`config.mk`:
```
export PLATFORM = sky130hd
export DESIGN_NAME = pss_regs
export DESIGN_NICKNAME = d
export VERILOG_FILES = /design/src/shared/pss_pkg.sv /design/src/hdl/pss_flag.sv /design/src/hdl/pss_regs.sv
export SDC_FILE = /design/constraint.sdc
export NUM_CORES = 1
export LEC_CHECK = 0
export BUFFER_PORTS_ARGS = -buffer_cell sky130_fd_sc_hd__clkbuf_2
export CAP_MARGIN = 20
export CELL_PAD_IN_SITES_DETAIL_PLACEMENT = 1
export CELL_PAD_IN_SITES_GLOBAL_PLACEMENT = 1
export CORE_MARGIN = 2
export CORE_UTILIZATION = 29
export DETAILED_ROUTE_END_ITERATION = 6
export GPL_ROUTABILITY_DRIVEN = 0
export PLACE_DENSITY_LB_ADDON = 0.1
export RECOVER_POWER = 100
export SLEW_MARGIN = 20
export SYNTH_ARGS = -nofsm -noshare
export SYNTH_HDL_FRONTEND = slang
export SYNTH_SLANG_ARGS = --single-unit
```
`constraint.sdc`:
```
create_clock -name clk_in -period 1.77 [get_ports clk_in]
set_clock_uncertainty 0.1 [all_clocks]
set_input_delay 0.0885 -clock clk_in [delete_from_list [all_inputs] [get_ports clk_in]]
set_output_delay 0.0885 -clock clk_in [all_outputs]
set_load 0.02 [all_outputs]
```
`src/shared/pss_pkg.sv`:
```
// Shared constants and types for the secondary split status register block
package pss_pkg;

  // ---------------------------------------------------------------
  // Register byte offsets
  // ---------------------------------------------------------------
  localparam logic [7:0]  PSS_OFF_CAP   = 8'h80; // Capability dword
  localparam logic [7:0]  PSS_OFF_ISTAT = 8'hA0; // Interrupt status
  localparam logic [7:0]  PSS_OFF_IMASK = 8'hA4; // Interrupt mask

  // ---------------------------------------------------------------
  // Field positions inside the capability dword
  // ---------------------------------------------------------------
  localparam int          PSS_B_PTR     = 8;     // Next pointer byte low
  localparam int          PSS_B_64      = 16;    // 64-bit capable
  localparam int          PSS_B_133     = 17;    // 133MHz capable
  localparam int          PSS_B_FLAG    = 18;    // First sticky flag
  localparam int          PSS_B_FREQ    = 22;    // Clock frequency low
  localparam int          PSS_NFLAG     = 4;     // Sticky flag count
  localparam int          PSS_FREQ_W    = 3;     // Frequency field width

  // ---------------------------------------------------------------
  // Reset and fixed values
  // ---------------------------------------------------------------
  localparam logic [7:0]  PSS_NEXT_CAP  = 8'h90; // Links to power mgmt
  localparam logic [3:0]  PSS_MASK_RST  = 4'h0;  // All events masked
  localparam logic [31:0] PSS_WORD_ZERO = 32'h0000_0000;

  // ---------------------------------------------------------------
  // Secondary clock frequency codes
  // ---------------------------------------------------------------
  localparam logic [2:0]  PSS_FREQ_CONV = 3'h0;  // Conventional PCI
  localparam logic [2:0]  PSS_FREQ_66   = 3'h1;  // 66MHz, 15ns minimum
  localparam logic [2:0]  PSS_FREQ_133  = 3'h2;  // 100-133MHz, 7.5ns

  // ---------------------------------------------------------------
  // Bus encodings
  // ---------------------------------------------------------------
  localparam logic [1:0]  PSS_HTRANS_NONSEQ = 2'h2;
  localparam logic [2:0]  PSS_HSIZE_WORD    = 3'h2;
  localparam logic        PSS_HRESP_OKAY    = 1'b0;

  // ---------------------------------------------------------------
  // Types
  // ---------------------------------------------------------------
  // Event strobes, bit order matches flag order in the dword
  typedef struct packed
  {
    logic delay;  // Split request held back by commitment limit
    logic ovrn;   // Completion cut short by full buffer
    logic unexp;  // Unexpected completion to our own ID
    logic disc;   // Completion dropped, requester never took it
  } pss_evt_t;

  // Bus slave sequencing
  typedef enum logic [1:0]
  {
    ST_IDLE,
    ST_WR,
    ST_RD1,
    ST_RD2
  } pss_state_t;

endpackage : pss_pkg

```
`src/hdl/pss_flag.sv`:
```
// One sticky write-one-to-clear flag with a mode enable
`timescale 1ns/10ps

module pss_flag
  import pss_pkg::*;
(
  input  wire logic clk_in,    // Core clock
  input  wire logic rst_n_in,  // Synchronous reset, active low
  input  wire logic en_in,     // Flag exists in this mode
  input  wire logic set_in,    // Hardware event
  input  wire logic clr_in,    // Software write of one
  output logic      flag_out   // Current flag value
);

  // ---------------------------------------------------------------
  // Flag storage
  // ---------------------------------------------------------------
  // A disabled flag is held at zero so it reads zero in that mode.
  // Set beats clear so an event landing on the clear cycle survives.
  always_ff @(posedge clk_in)
  begin
    if (!rst_n_in || !en_in)
    begin
      flag_out <= 1'b0;
    end
    else if (set_in)
    begin
      flag_out <= 1'b1;
    end
    else if (clr_in)
    begin
      flag_out <= 1'b0;
    end
  end

endmodule : pss_flag

```
`src/hdl/pss_regs.sv`:
```
// Secondary split status register block with AHB-Lite slave
//
// Design decision made here: the AHB-Lite register port.
`timescale 1ns/10ps

// Operation
// - Next pointer byte reads fixed 0x90
// - Secondary 64-bit bit always reads zero
// - 133MHz bit is one forward, zero reverse
// - Discarded completion sets the discard flag
// - Discard flag reads zero in reverse mode
// - Unexpected own-ID completion sets unexpected flag
// - Unexpected flag reads zero in forward mode
// - Full buffer cutting completion sets overrun flag
// - Commitment limit stall sets request-delayed flag
// - Frequency field codes conventional, 66, 133
// - Frequency field forced zero in reverse mode

module pss_regs
  import pss_pkg::*;
#(
  parameter int ADDR_W = 8   // Decoded address bits
)
(
  input  wire logic        clk_in,       // Core clock, 200 MHz
  input  wire logic        rst_n_in,     // Synchronous reset, low
  // Bridge configuration and events
  input  wire logic        fwd_mode_in,  // High selects forward mode
  input  wire logic [2:0]  sec_freq_in,  // Secondary clock class
  input  wire pss_evt_t    events_in,    // One-cycle event strobes
  // AHB-Lite slave
  input  wire logic        hsel_in,
  input  wire logic [31:0] haddr_in,
  input  wire logic [1:0]  htrans_in,
  input  wire logic        hwrite_in,
  input  wire logic [2:0]  hsize_in,
  input  wire logic [31:0] hwdata_in,
  input  wire logic        hready_in,
  output logic [31:0]      hrdata_out,
  output logic             hreadyout_out,
  output logic             hresp_out,
  // Interrupt
  output logic             irq_out       // High while unmasked event
);

  // ---------------------------------------------------------------
  // Declarations
  // ---------------------------------------------------------------
  pss_state_t             state_reg;     // Bus slave sequencer
  logic [ADDR_W-1:0]      addr_reg;      // Captured address phase
  logic                   word_reg;      // Access was whole word
  logic                   fwd_mode_reg;  // Captured bridge mode
  logic [PSS_FREQ_W-1:0]  freq_reg;      // Sampled clock class
  logic [PSS_NFLAG-1:0]   mask_reg;      // Interrupt enables
  logic [PSS_NFLAG-1:0]   flag_q;        // Sticky status flags
  logic [PSS_NFLAG-1:0]   irq_q;         // Sticky interrupt status
  logic [PSS_NFLAG-1:0]   flag_en;       // Flags present in mode
  logic [PSS_NFLAG-1:0]   evt_vec;       // Events as a vector
  logic [PSS_NFLAG-1:0]   clr_flag;      // Clear strobes, status
  logic [PSS_NFLAG-1:0]   clr_irq;       // Clear strobes, irq
  logic                   take;          // Address phase accepted
  logic                   wr_commit;     // Write data phase now
  logic [31:0]            rd_word;       // Read data to register

  // ---------------------------------------------------------------
  // Bridge mode capture
  // ---------------------------------------------------------------
  // Mode is a strap: followed while reset is low, then frozen
  always_ff @(posedge clk_in)
  begin
    if (!rst_n_in)
    begin
      fwd_mode_reg <= fwd_mode_in;
    end
  end

  // ---------------------------------------------------------------
  // Secondary clock class sample
  // ---------------------------------------------------------------
  // Input is already synchronous; one flop keeps reads stable
  always_ff @(posedge clk_in)
  begin
    if (!rst_n_in)
    begin
      freq_reg <= PSS_FREQ_CONV;
    end
    else
    begin
      freq_reg <= sec_freq_in;
    end
  end

  // ---------------------------------------------------------------
  // Bus address phase decode
  // ---------------------------------------------------------------
  // Only NONSEQ is acted on; IDLE and BUSY simply pass
  assign take      = hsel_in && hready_in &&
                     (htrans_in == PSS_HTRANS_NONSEQ);
  assign wr_commit = (state_reg == ST_WR);

  // ---------------------------------------------------------------
  // Bus sequencer
  // ---------------------------------------------------------------
  // Reads get one wait state so that a read right behind a write
  // sees the written value instead of stale state.
  always_ff @(posedge clk_in)
  begin
    if (!rst_n_in)
    begin
      state_reg <= ST_IDLE;
    end
    else
    begin
      unique case (state_reg)
        ST_RD1:
        begin
          state_reg <= ST_RD2;
        end
        ST_IDLE, ST_WR, ST_RD2:
        begin
          // New transfer may overlap the previous data phase
          if (!take)
          begin
            state_reg <= ST_IDLE;
          end
          else if (hwrite_in)
          begin
            state_reg <= ST_WR;
          end
          else
          begin
            state_reg <= ST_RD1;
          end
        end
      endcase
    end
  end

  // ---------------------------------------------------------------
  // Address phase capture
  // ---------------------------------------------------------------
  always_ff @(posedge clk_in)
  begin
    if (!rst_n_in)
    begin
      addr_reg <= '0;
      word_reg <= 1'b0;
    end
    else if (take && (state_reg != ST_RD1))
    begin
      addr_reg <= haddr_in[ADDR_W-1:0];
      word_reg <= (hsize_in == PSS_HSIZE_WORD);
    end
  end

  // ---------------------------------------------------------------
  // Ready and response outputs
  // ---------------------------------------------------------------
  // Ready drops for exactly the first data cycle of a read
  always_ff @(posedge clk_in)
  begin
    if (!rst_n_in)
    begin
      hreadyout_out <= 1'b1;
    end
    else if ((state_reg != ST_RD1) && take && !hwrite_in)
    begin
      hreadyout_out <= 1'b0;
    end
    else
    begin
      hreadyout_out <= 1'b1;
    end
  end

  // Every transfer, mapped or not, finishes OKAY
  always_ff @(posedge clk_in)
  begin
    hresp_out <= PSS_HRESP_OKAY;
  end

  // ---------------------------------------------------------------
  // Read data multiplexer
  // ---------------------------------------------------------------
  // Unmapped words and the capability ID byte read as zero
  always_comb
  begin
    rd_word = PSS_WORD_ZERO;
    case (addr_reg)
      PSS_OFF_CAP:
      begin
        rd_word[PSS_B_PTR +: 8]         = PSS_NEXT_CAP;
        rd_word[PSS_B_64]               = 1'b0;
        rd_word[PSS_B_133]              = fwd_mode_reg;
        rd_word[PSS_B_FLAG +: PSS_NFLAG] = flag_q;
        // Class valid only forward; reverse forces zero
        if (fwd_mode_reg)
        begin
          rd_word[PSS_B_FREQ +: PSS_FREQ_W] = freq_reg;
        end
        else
        begin
          rd_word[PSS_B_FREQ +: PSS_FREQ_W] = PSS_FREQ_CONV;
        end
      end
      PSS_OFF_ISTAT:
      begin
        rd_word[PSS_NFLAG-1:0] = irq_q;
      end
      PSS_OFF_IMASK:
      begin
        rd_word[PSS_NFLAG-1:0] = mask_reg;
      end
      default:
      begin
        rd_word = PSS_WORD_ZERO;
      end
    endcase
  end

  // ---------------------------------------------------------------
  // Read data register
  // ---------------------------------------------------------------
  // Loaded in the wait cycle, so it holds while ready is high
  always_ff @(posedge clk_in)
  begin
    if (!rst_n_in)
    begin
      hrdata_out <= PSS_WORD_ZERO;
    end
    else if (state_reg == ST_RD1)
    begin
      hrdata_out <= rd_word;
    end
  end

  // ---------------------------------------------------------------
  // Write decode
  // ---------------------------------------------------------------
  // Sub-word writes are ignored rather than merged; the bus only
  // ever issues whole words here.
  always_comb
  begin
    clr_flag = '0;
    clr_irq  = '0;
    if (wr_commit && word_reg)
    begin
      if (addr_reg == PSS_OFF_CAP)
      begin
        clr_flag = hwdata_in[PSS_B_FLAG +: PSS_NFLAG];
      end
      if (addr_reg == PSS_OFF_ISTAT)
      begin
        clr_irq = hwdata_in[PSS_NFLAG-1:0];
      end
    end
  end

  // Mask register, plain read-write
  always_ff @(posedge clk_in)
  begin
    if (!rst_n_in)
    begin
      mask_reg <= PSS_MASK_RST;
    end
    else if (wr_commit && word_reg && (addr_reg == PSS_OFF_IMASK))
    begin
      mask_reg <= hwdata_in[PSS_NFLAG-1:0];
    end
  end

  // ---------------------------------------------------------------
  // Flag presence per mode
  // ---------------------------------------------------------------
  always_comb
  begin
    evt_vec    = events_in;
    flag_en    = '1;
    flag_en[0] = fwd_mode_reg;
    flag_en[1] = !fwd_mode_reg;
  end

  // ---------------------------------------------------------------
  // Sticky flags and interrupt status
  // ---------------------------------------------------------------
  // Events: discard, unexpected, overrun, delayed
  for (genvar i = 0; i < PSS_NFLAG; i++)
  begin : g_flag
    // Status flag seen in the capability dword
    pss_flag u_stat
    (
      .clk_in   (clk_in),
      .rst_n_in (rst_n_in),
      .en_in    (flag_en[i]),
      .set_in   (evt_vec[i]),
      .clr_in   (clr_flag[i]),
      .flag_out (flag_q[i])
    );
    // Interrupt copy, cleared separately so software can ack
    // the line without losing the status history
    pss_flag u_irq
    (
      .clk_in   (clk_in),
      .rst_n_in (rst_n_in),
      .en_in    (1'b1),
      .set_in   (evt_vec[i] && flag_en[i]),
      .clr_in   (clr_irq[i]),
      .flag_out (irq_q[i])
    );
  end

  // ---------------------------------------------------------------
  // Interrupt output
  // ---------------------------------------------------------------
  // Registered, so the line follows status by one cycle
  always_ff @(posedge clk_in)
  begin
    if (!rst_n_in)
    begin
      irq_out <= 1'b0;
    end
    else
    begin
      irq_out <= |(irq_q & mask_reg);
    end
  end

  // ---------------------------------------------------------------
  // Assertions
  // ---------------------------------------------------------------
  logic rd_cap;  // Capability dword read in its wait cycle
  assign rd_cap = (state_reg == ST_RD1) && (addr_reg == PSS_OFF_CAP);

  property p_next_cap;
    @(posedge clk_in) disable iff (!rst_n_in)
    rd_cap |=> (hrdata_out[15:8] == PSS_NEXT_CAP) && hreadyout_out;
  endproperty
  a_next_cap: assert property (p_next_cap)
    else $error("next pointer byte not 0x90");

  property p_no64;
    @(posedge clk_in) disable iff (!rst_n_in)
    rd_cap ##1 1'b1 |-> !hrdata_out[16];
  endproperty
  a_no64: assert property (p_no64)
    else $error("64-bit bit read as one");

  property p_cap133;
    @(posedge clk_in) disable iff (!rst_n_in)
    rd_cap |=> hrdata_out[17] == fwd_mode_reg;
  endproperty
  a_cap133: assert property (p_cap133)
    else $error("133MHz bit does not follow mode");

  property p_disc_set;
    @(posedge clk_in) disable iff (!rst_n_in)
    events_in.disc && fwd_mode_reg |=> flag_q[0] [*2];
  endproperty
  a_disc_set: assert property (p_disc_set)
    else $error("discard event not latched");

  property p_disc_rev;
    @(posedge clk_in) disable iff (!rst_n_in)
    !fwd_mode_reg && $past(!fwd_mode_reg) |-> !flag_q[0];
  endproperty
  a_disc_rev: assert property (p_disc_rev)
    else $error("discard flag set in reverse mode");

  property p_unexp_set;
    @(posedge clk_in) disable iff (!rst_n_in)
    events_in.unexp && !fwd_mode_reg |=> flag_q[1] && irq_q[1];
  endproperty
  a_unexp_set: assert property (p_unexp_set)
    else $error("unexpected completion not latched");

  property p_unexp_fwd;
    @(posedge clk_in) disable iff (!rst_n_in)
    fwd_mode_reg && $past(fwd_mode_reg) |-> !flag_q[1];
  endproperty
  a_unexp_fwd: assert property (p_unexp_fwd)
    else $error("unexpected flag set in forward mode");

  property p_ovrn;
    @(posedge clk_in) disable iff (!rst_n_in)
    events_in.ovrn |=> flag_q[2];
  endproperty
  a_ovrn: assert property (p_ovrn)
    else $error("overrun event not latched");

  property p_delay;
    @(posedge clk_in) disable iff (!rst_n_in)
    events_in.delay |=> flag_q[3] && irq_q[3];
  endproperty
  a_delay: assert property (p_delay)
    else $error("delayed request not latched");

  property p_freq;
    @(posedge clk_in) disable iff (!rst_n_in)
    rd_cap && fwd_mode_reg |=> hrdata_out[24:22] == $past(freq_reg);
  endproperty
  a_freq: assert property (p_freq)
    else $error("frequency field differs from input");

  property p_freq_rev;
    @(posedge clk_in) disable iff (!rst_n_in)
    rd_cap && !fwd_mode_reg |=> hrdata_out[24:22] == 3'h0;
  endproperty
  a_freq_rev: assert property (p_freq_rev)
    else $error("frequency field nonzero in reverse");

  property p_w1c;
    @(posedge clk_in) disable iff (!rst_n_in)
    clr_flag[2] && !events_in.ovrn |=>
      !flag_q[2] ##1 hrdata_out[31:25] == 7'h0;
  endproperty
  a_w1c: assert property (p_w1c)
    else $error("write one did not clear overrun");

  property p_mode;
    @(posedge clk_in) disable iff (!rst_n_in)
    $past(rst_n_in) |-> $stable(fwd_mode_reg);
  endproperty
  a_mode: assert property (p_mode)
    else $error("bridge mode changed after reset");

endmodule : pss_regs

```
### Word level (Yosys, flattened, before mapping)

Index checks and enable logic that the tools add are counted.

| storage, ports and cells | value |
|---|---|
| register bits | 50 |
| word-level logic and storage cells | 78 |

| cells by class | value |
|---|---|
| equality and inequality tests | 9 |
| mux-type cells | 27 |
| bitwise logic cells | 1 |
| reductions and logical operators | 24 |

Operators with widths:

| operator | number |
|---|---|
| equality test 8 bit, second input constant | 3 |
| 2-to-1 mux 1 bit | 17 |
| 2-to-1 mux 17 bit | 1 |
| 2-to-1 mux 4 bit | 4 |
| nonzero test 2 bit | 8 |
| logical AND 1 bit | 8 |
| case mux 4 bit (2 select lines) | 1 |
| equality test 2 bit, second input constant | 3 |
| AND 4 bit | 1 |
| 2-to-1 mux 2 bit | 2 |
| case mux 2 bit (2 select lines) | 1 |
| OR reduction 4 bit | 1 |
| equality test 3 x 2 -> 1 bit, second input constant | 1 |
| logical NOT 1 bit | 3 |
| 2-to-1 mux 3 bit | 1 |
| OR reduction 3 bit | 1 |
| equality test 2 x 1 -> 1 bit, second input constant | 1 |
| logical NOT 2 bit | 1 |
| logical OR 1 bit | 2 |
| inequality test 2 bit, second input constant | 1 |

### Depth between registers and ports, before layout

| logic depth | value |
|---|---|
| word-level depth | 5 |
| gate-level depth with buffers | 5 |
| gate-level depth less buffers | 3 |

### Modules after synthesis

From an unflattened synthesis, not the netlist that was laid out.

| second synthesis, totals | value |
|---|---|
| cells, all modules | 194 |
| area total of the unflattened synthesis | 1863.0 um^2 |

By module, submodules not included:

| module | times used | cells each | area each (um^2) |
|---|---|---|---|
| pss_regs | 1 | 170 | 1572.8 |
| pss_flag | 8 | 3 | 36.3 |

### Least setup slack after synthesis

No wires, ideal clock.

| path | value |
|---|---|
| path kind | register to register |
| start | register addr_reg[0] |
| end | register mask_reg[0] |
| setup time | 0.072 ns |
| arrival | 1.215 ns |
| slack | 0.383 ns |
| cell stages (with the launch flop) | 5 |
| path buffers | 1 |
| path through | dfxtp_1 > nor4b_2 > and3_1 > buf_4 > mux2i_1 |

| between the ends | value |
|---|---|
| word-level cells in the longest chain between the ends | 2 |

RTL lines:

| what | RTL line | source |
|---|---|---|
| start: declaration | pss_regs.sv:50 | `logic [ADDR_W-1:0] addr_reg;` |
| start signal: assignment | pss_regs.sv:151 | `addr_reg <= haddr_in[ADDR_W-1:0];` |
| equality test 8 bit | pss_regs.sv:266 | `else if (wr_commit && word_reg && (addr_reg == PSS_OFF_IMASK))` |
| logical AND 1 bit | pss_regs.sv:266 |  |
| end signal: assignment | pss_regs.sv:268 | `mask_reg <= hwdata_in[PSS_NFLAG-1:0];` |
| end: declaration | pss_regs.sv:54 | `logic [PSS_NFLAG-1:0] mask_reg;` |

Every way passes these cells.
A chain may end at the register's enable or synchronous reset.

### Worst setup path in the final report

| path | value |
|---|---|
| start | register addr_reg[1] |
| end | register mask_reg[2] |

Same word-level chain as after synthesis.

==> results.sh <==
export IMPL_overflow=0
export IMPL_slew_limit_headroom_pct=64.70
export IMPL_postRouteWirelength_um=5025
export IMPL_diodes=0
export IMPL_grt_use_total_pct=14.32
export IMPL_drtIter0Drc=74
export IMPL_required_ns=1.90
export IMPL_initial_utilization_pct=29.85
export IMPL_synth_area_leaders="dfxtp_1 (44%), buf_4 (8.4%), nand4_1 (6.0%)"
export IMPL_clk_latency_ns=0.29
export IMPL_hold_slack_ns=0.01142
export IMPL_status="completed"
export IMPL_slowest_delay_ns=0.41
export IMPL_core_sq_um=6314
export IMPL_clkPwrFrac_pct=35.2
export IMPL_path_cells="nor4b_2 -> and3_1 -> mux2i_1"
export IMPL_fmax_mhz=648.0
export IMPL_drc_errors=0
export IMPL_io_buffers=49
export IMPL_antenna_found_initial=0
export IMPL_seq_area_sq_um=850.8
export IMPL_cts_path_max_buffers=2
export IMPL_hold_viol=0
export IMPL_fin_crit_ns=1.543
export IMPL_cp_start_kind="flip-flop"
export IMPL_io_pins=117
export IMPL_synth_seq_area_share_pct=45.15
export IMPL_critical_path_max_fanout=4
export IMPL_cts_sinks=42
export IMPL_fp_dieH_um=84.61
export IMPL_multi_input_area_sq_um=865.8
export IMPL_synth_top_area_share_pct=43.56
export IMPL_vias=1720
export IMPL_area_growth_synth_to_final_pct=31.08
export IMPL_cts_tree="yes"
export IMPL_worst_pin_slew_ns=0.5295
export IMPL_die_x_um=84.61
export IMPL_synth_warning_count=0
export IMPL_grt_pass1_vias=1655
export IMPL_post_cts_setup_buffers=0
export IMPL_avgSynthCellArea_sq_um=8.930
export IMPL_setup_worst_path_class="reg2reg"
export IMPL_synth_commonest_cells="dfxtp_1 (41), a21oi_1 (21), buf_4 (21)"
export IMPL_rows=29
export IMPL_hp_class="in2reg"
export IMPL_endpoint_kind="flip-flop"
export IMPL_critPathTopFamily="simple AND/OR/NAND/NOR gates"
export IMPL_synthMostInstantiatedCell="dfxtp_1"
export IMPL_power_frac_comb_pct=11.5
export IMPL_rsz0062_at_grt="false"
export IMPL_grt_max_degree=21
export IMPL_cts_resized=0
export IMPL_sw_frac_of_total_pct=25.54
export IMPL_syn_area_sq_um=1884
export IMPL_dr_pass1_iters=4
export IMPL_p_leak_nw=0.9704
export IMPL_slew_viol_final=0
export IMPL_critPathSlowestCell="and3_1"
export IMPL_numCtsBuffers=5
export IMPL_peakVddDrop_uv=259.3
export IMPL_antenna_left=0
export IMPL_drive_gt1_share_pct=18.12
export IMPL_vias_per_cell=4.725
export IMPL_arrival_ns=1.67
export IMPL_yosys_area_top_type="dfxtp_1"
export IMPL_syn_instance_count=211
export IMPL_htree_num_levels=2
export IMPL_fin_crit_sh_pct=87.18
export IMPL_synth_edf_count=1
export IMPL_p_switching_mw=0.4747
export IMPL_clk_pin_slew_worst_paths_ns=0.09
export IMPL_synth_seq_cells=42
export IMPL_seq_power_share_pct=53.3
export IMPL_largest_reg_flops=13
export IMPL_power_density_nw_per_um2=752.7
export IMPL_fin_setup_tns_ns=0
export IMPL_grt_pass1_wl_um=8280
export IMPL_maxCapViolCount=0
export IMPL_crit_buf_inv=0
export IMPL_p_int_mw=1.384
export IMPL_dieArea_sq_um=7158
export IMPL_fillers=798
export IMPL_hpwl_um=3659
export IMPL_root_buffer="clkbuf_8"
export IMPL_yosys_cell_types_count=35
export IMPL_nNetsFinal=368
export IMPL_wl_per_cell_um=13.80
export IMPL_synthFlopType="dfxtp_1"
export IMPL_async_reset_ff_share_pct=0
export IMPL_setup_viol=0
## logic make-up after synthesis
logic type,share of synthesized area (%)
and+or+nand+nor,26.16
muxes,2.125
buffers and inverters,12.02
other,0.1990
DFF,45.15
AOI/OAI and AO/OA,14.34
## placed cells by master, fill, tap and decap left out, types with 2 or more instances in the layout
cell type	count
clkbuf_2	35
clkbuf_1	18
nor3b_1	3
nand4_1	18
a21oi_1	21
a41oi_1	5
nor2_1	4
a22oi_1	2
buf_4	5
nand2_1	18
a31o_1	2
and2_0	2
conb_1	19
o21ai_1	9
mux2i_1	4
and2_1	6
clkbuf_8	6
nand3_1	18
inv_1	3
dfxtp_1	41
and3b_1	2
o21ai_0	4
dlygate4sd3_1	25
## final cells by class
class                   count  share of cell area [%]
inverters                   3                  0.4559
multi-input cells         150                   35.06
clock buffers               6                   3.343
clock inverters             2                  0.5066
well taps                  77                   3.901
flip-flops and latches     42                   34.45
repair buffers             84                   22.29
## per-layer routing
metal  up-vias  GRT usage, %  part of all wire (%)
met5         -             0                     0
met4         0         3.896                  0.80
met3         5         3.441                   4.0
met2        36         23.77                    48
met1       806         18.63                    47
li1        873             -                     -
## worst min-delay path, stage by stage
cell      delay [ns]
clkbuf_2        0.10
inv_1           0.07
a41oi_1         0.09
## path summary, 6_finish.rpt
| check | cells after the start | slack, ns | start | to |
|---|---|---|---|---|
| worst max-delay path | 3 | 0.23 | addr_reg[1]$_SDFFE_PN0P_ | mask_reg[2]$_SDFFE_PN0P_ |
| worst min-delay path | 3 | 0.01 | events_in[2] | g_flag[2].u_irq.flag_out$_SDFFE_PN0P_ |
| worst max register to register | 3 | 0.23 | addr_reg[1]$_SDFFE_PN0P_ | mask_reg[2]$_SDFFE_PN0P_ |
| worst min register to register | 2 | 0.36 | hrdata_out[23]$_SDFFE_PN0N_ | hrdata_out[23]$_SDFFE_PN0N_ |
## stage by stage
stage | util (%) | cell area [sq um] | std cells | worst slack (ns) | power, mW
2_1_floorplan | - | 1952 | 229 | 0.3831 | 1.144
3_3_place_gp | 34.50 | 2178 | 331 | 0.2401 | 1.189
3_5_place_dp | 34.50 | 2178 | 331 | 0.1996 | 1.191
4_1_cts | 39.97 | 2524 | 364 | 0.1832 | 1.889
5_1_grt | 39.12 | 2470 | 364 | 0.08434 | 1.951
6_report | 39.12 | 2470 | 364 | 0.2269 | 1.859
## power by group through the flow
stage | logic (mW) | registers [mW] | clock network, mW
floorplan | 0.136 | 1.01 | 0
global placement | 0.174 | 1.02 | 0
detailed placement | 0.176 | 1.02 | 0
CTS | 0.219 | 0.993 | 0.677
global route | 0.238 | 0.996 | 0.718
finish | 0.213 | 0.991 | 0.655
## what timing repair did
action,4_1_cts,5_1_grt
hold buffers,25,0
setup endpoints to repair,0,0
hold endpoints to repair,24,0
No activity file was read; power rests on OpenSTA's default activity.
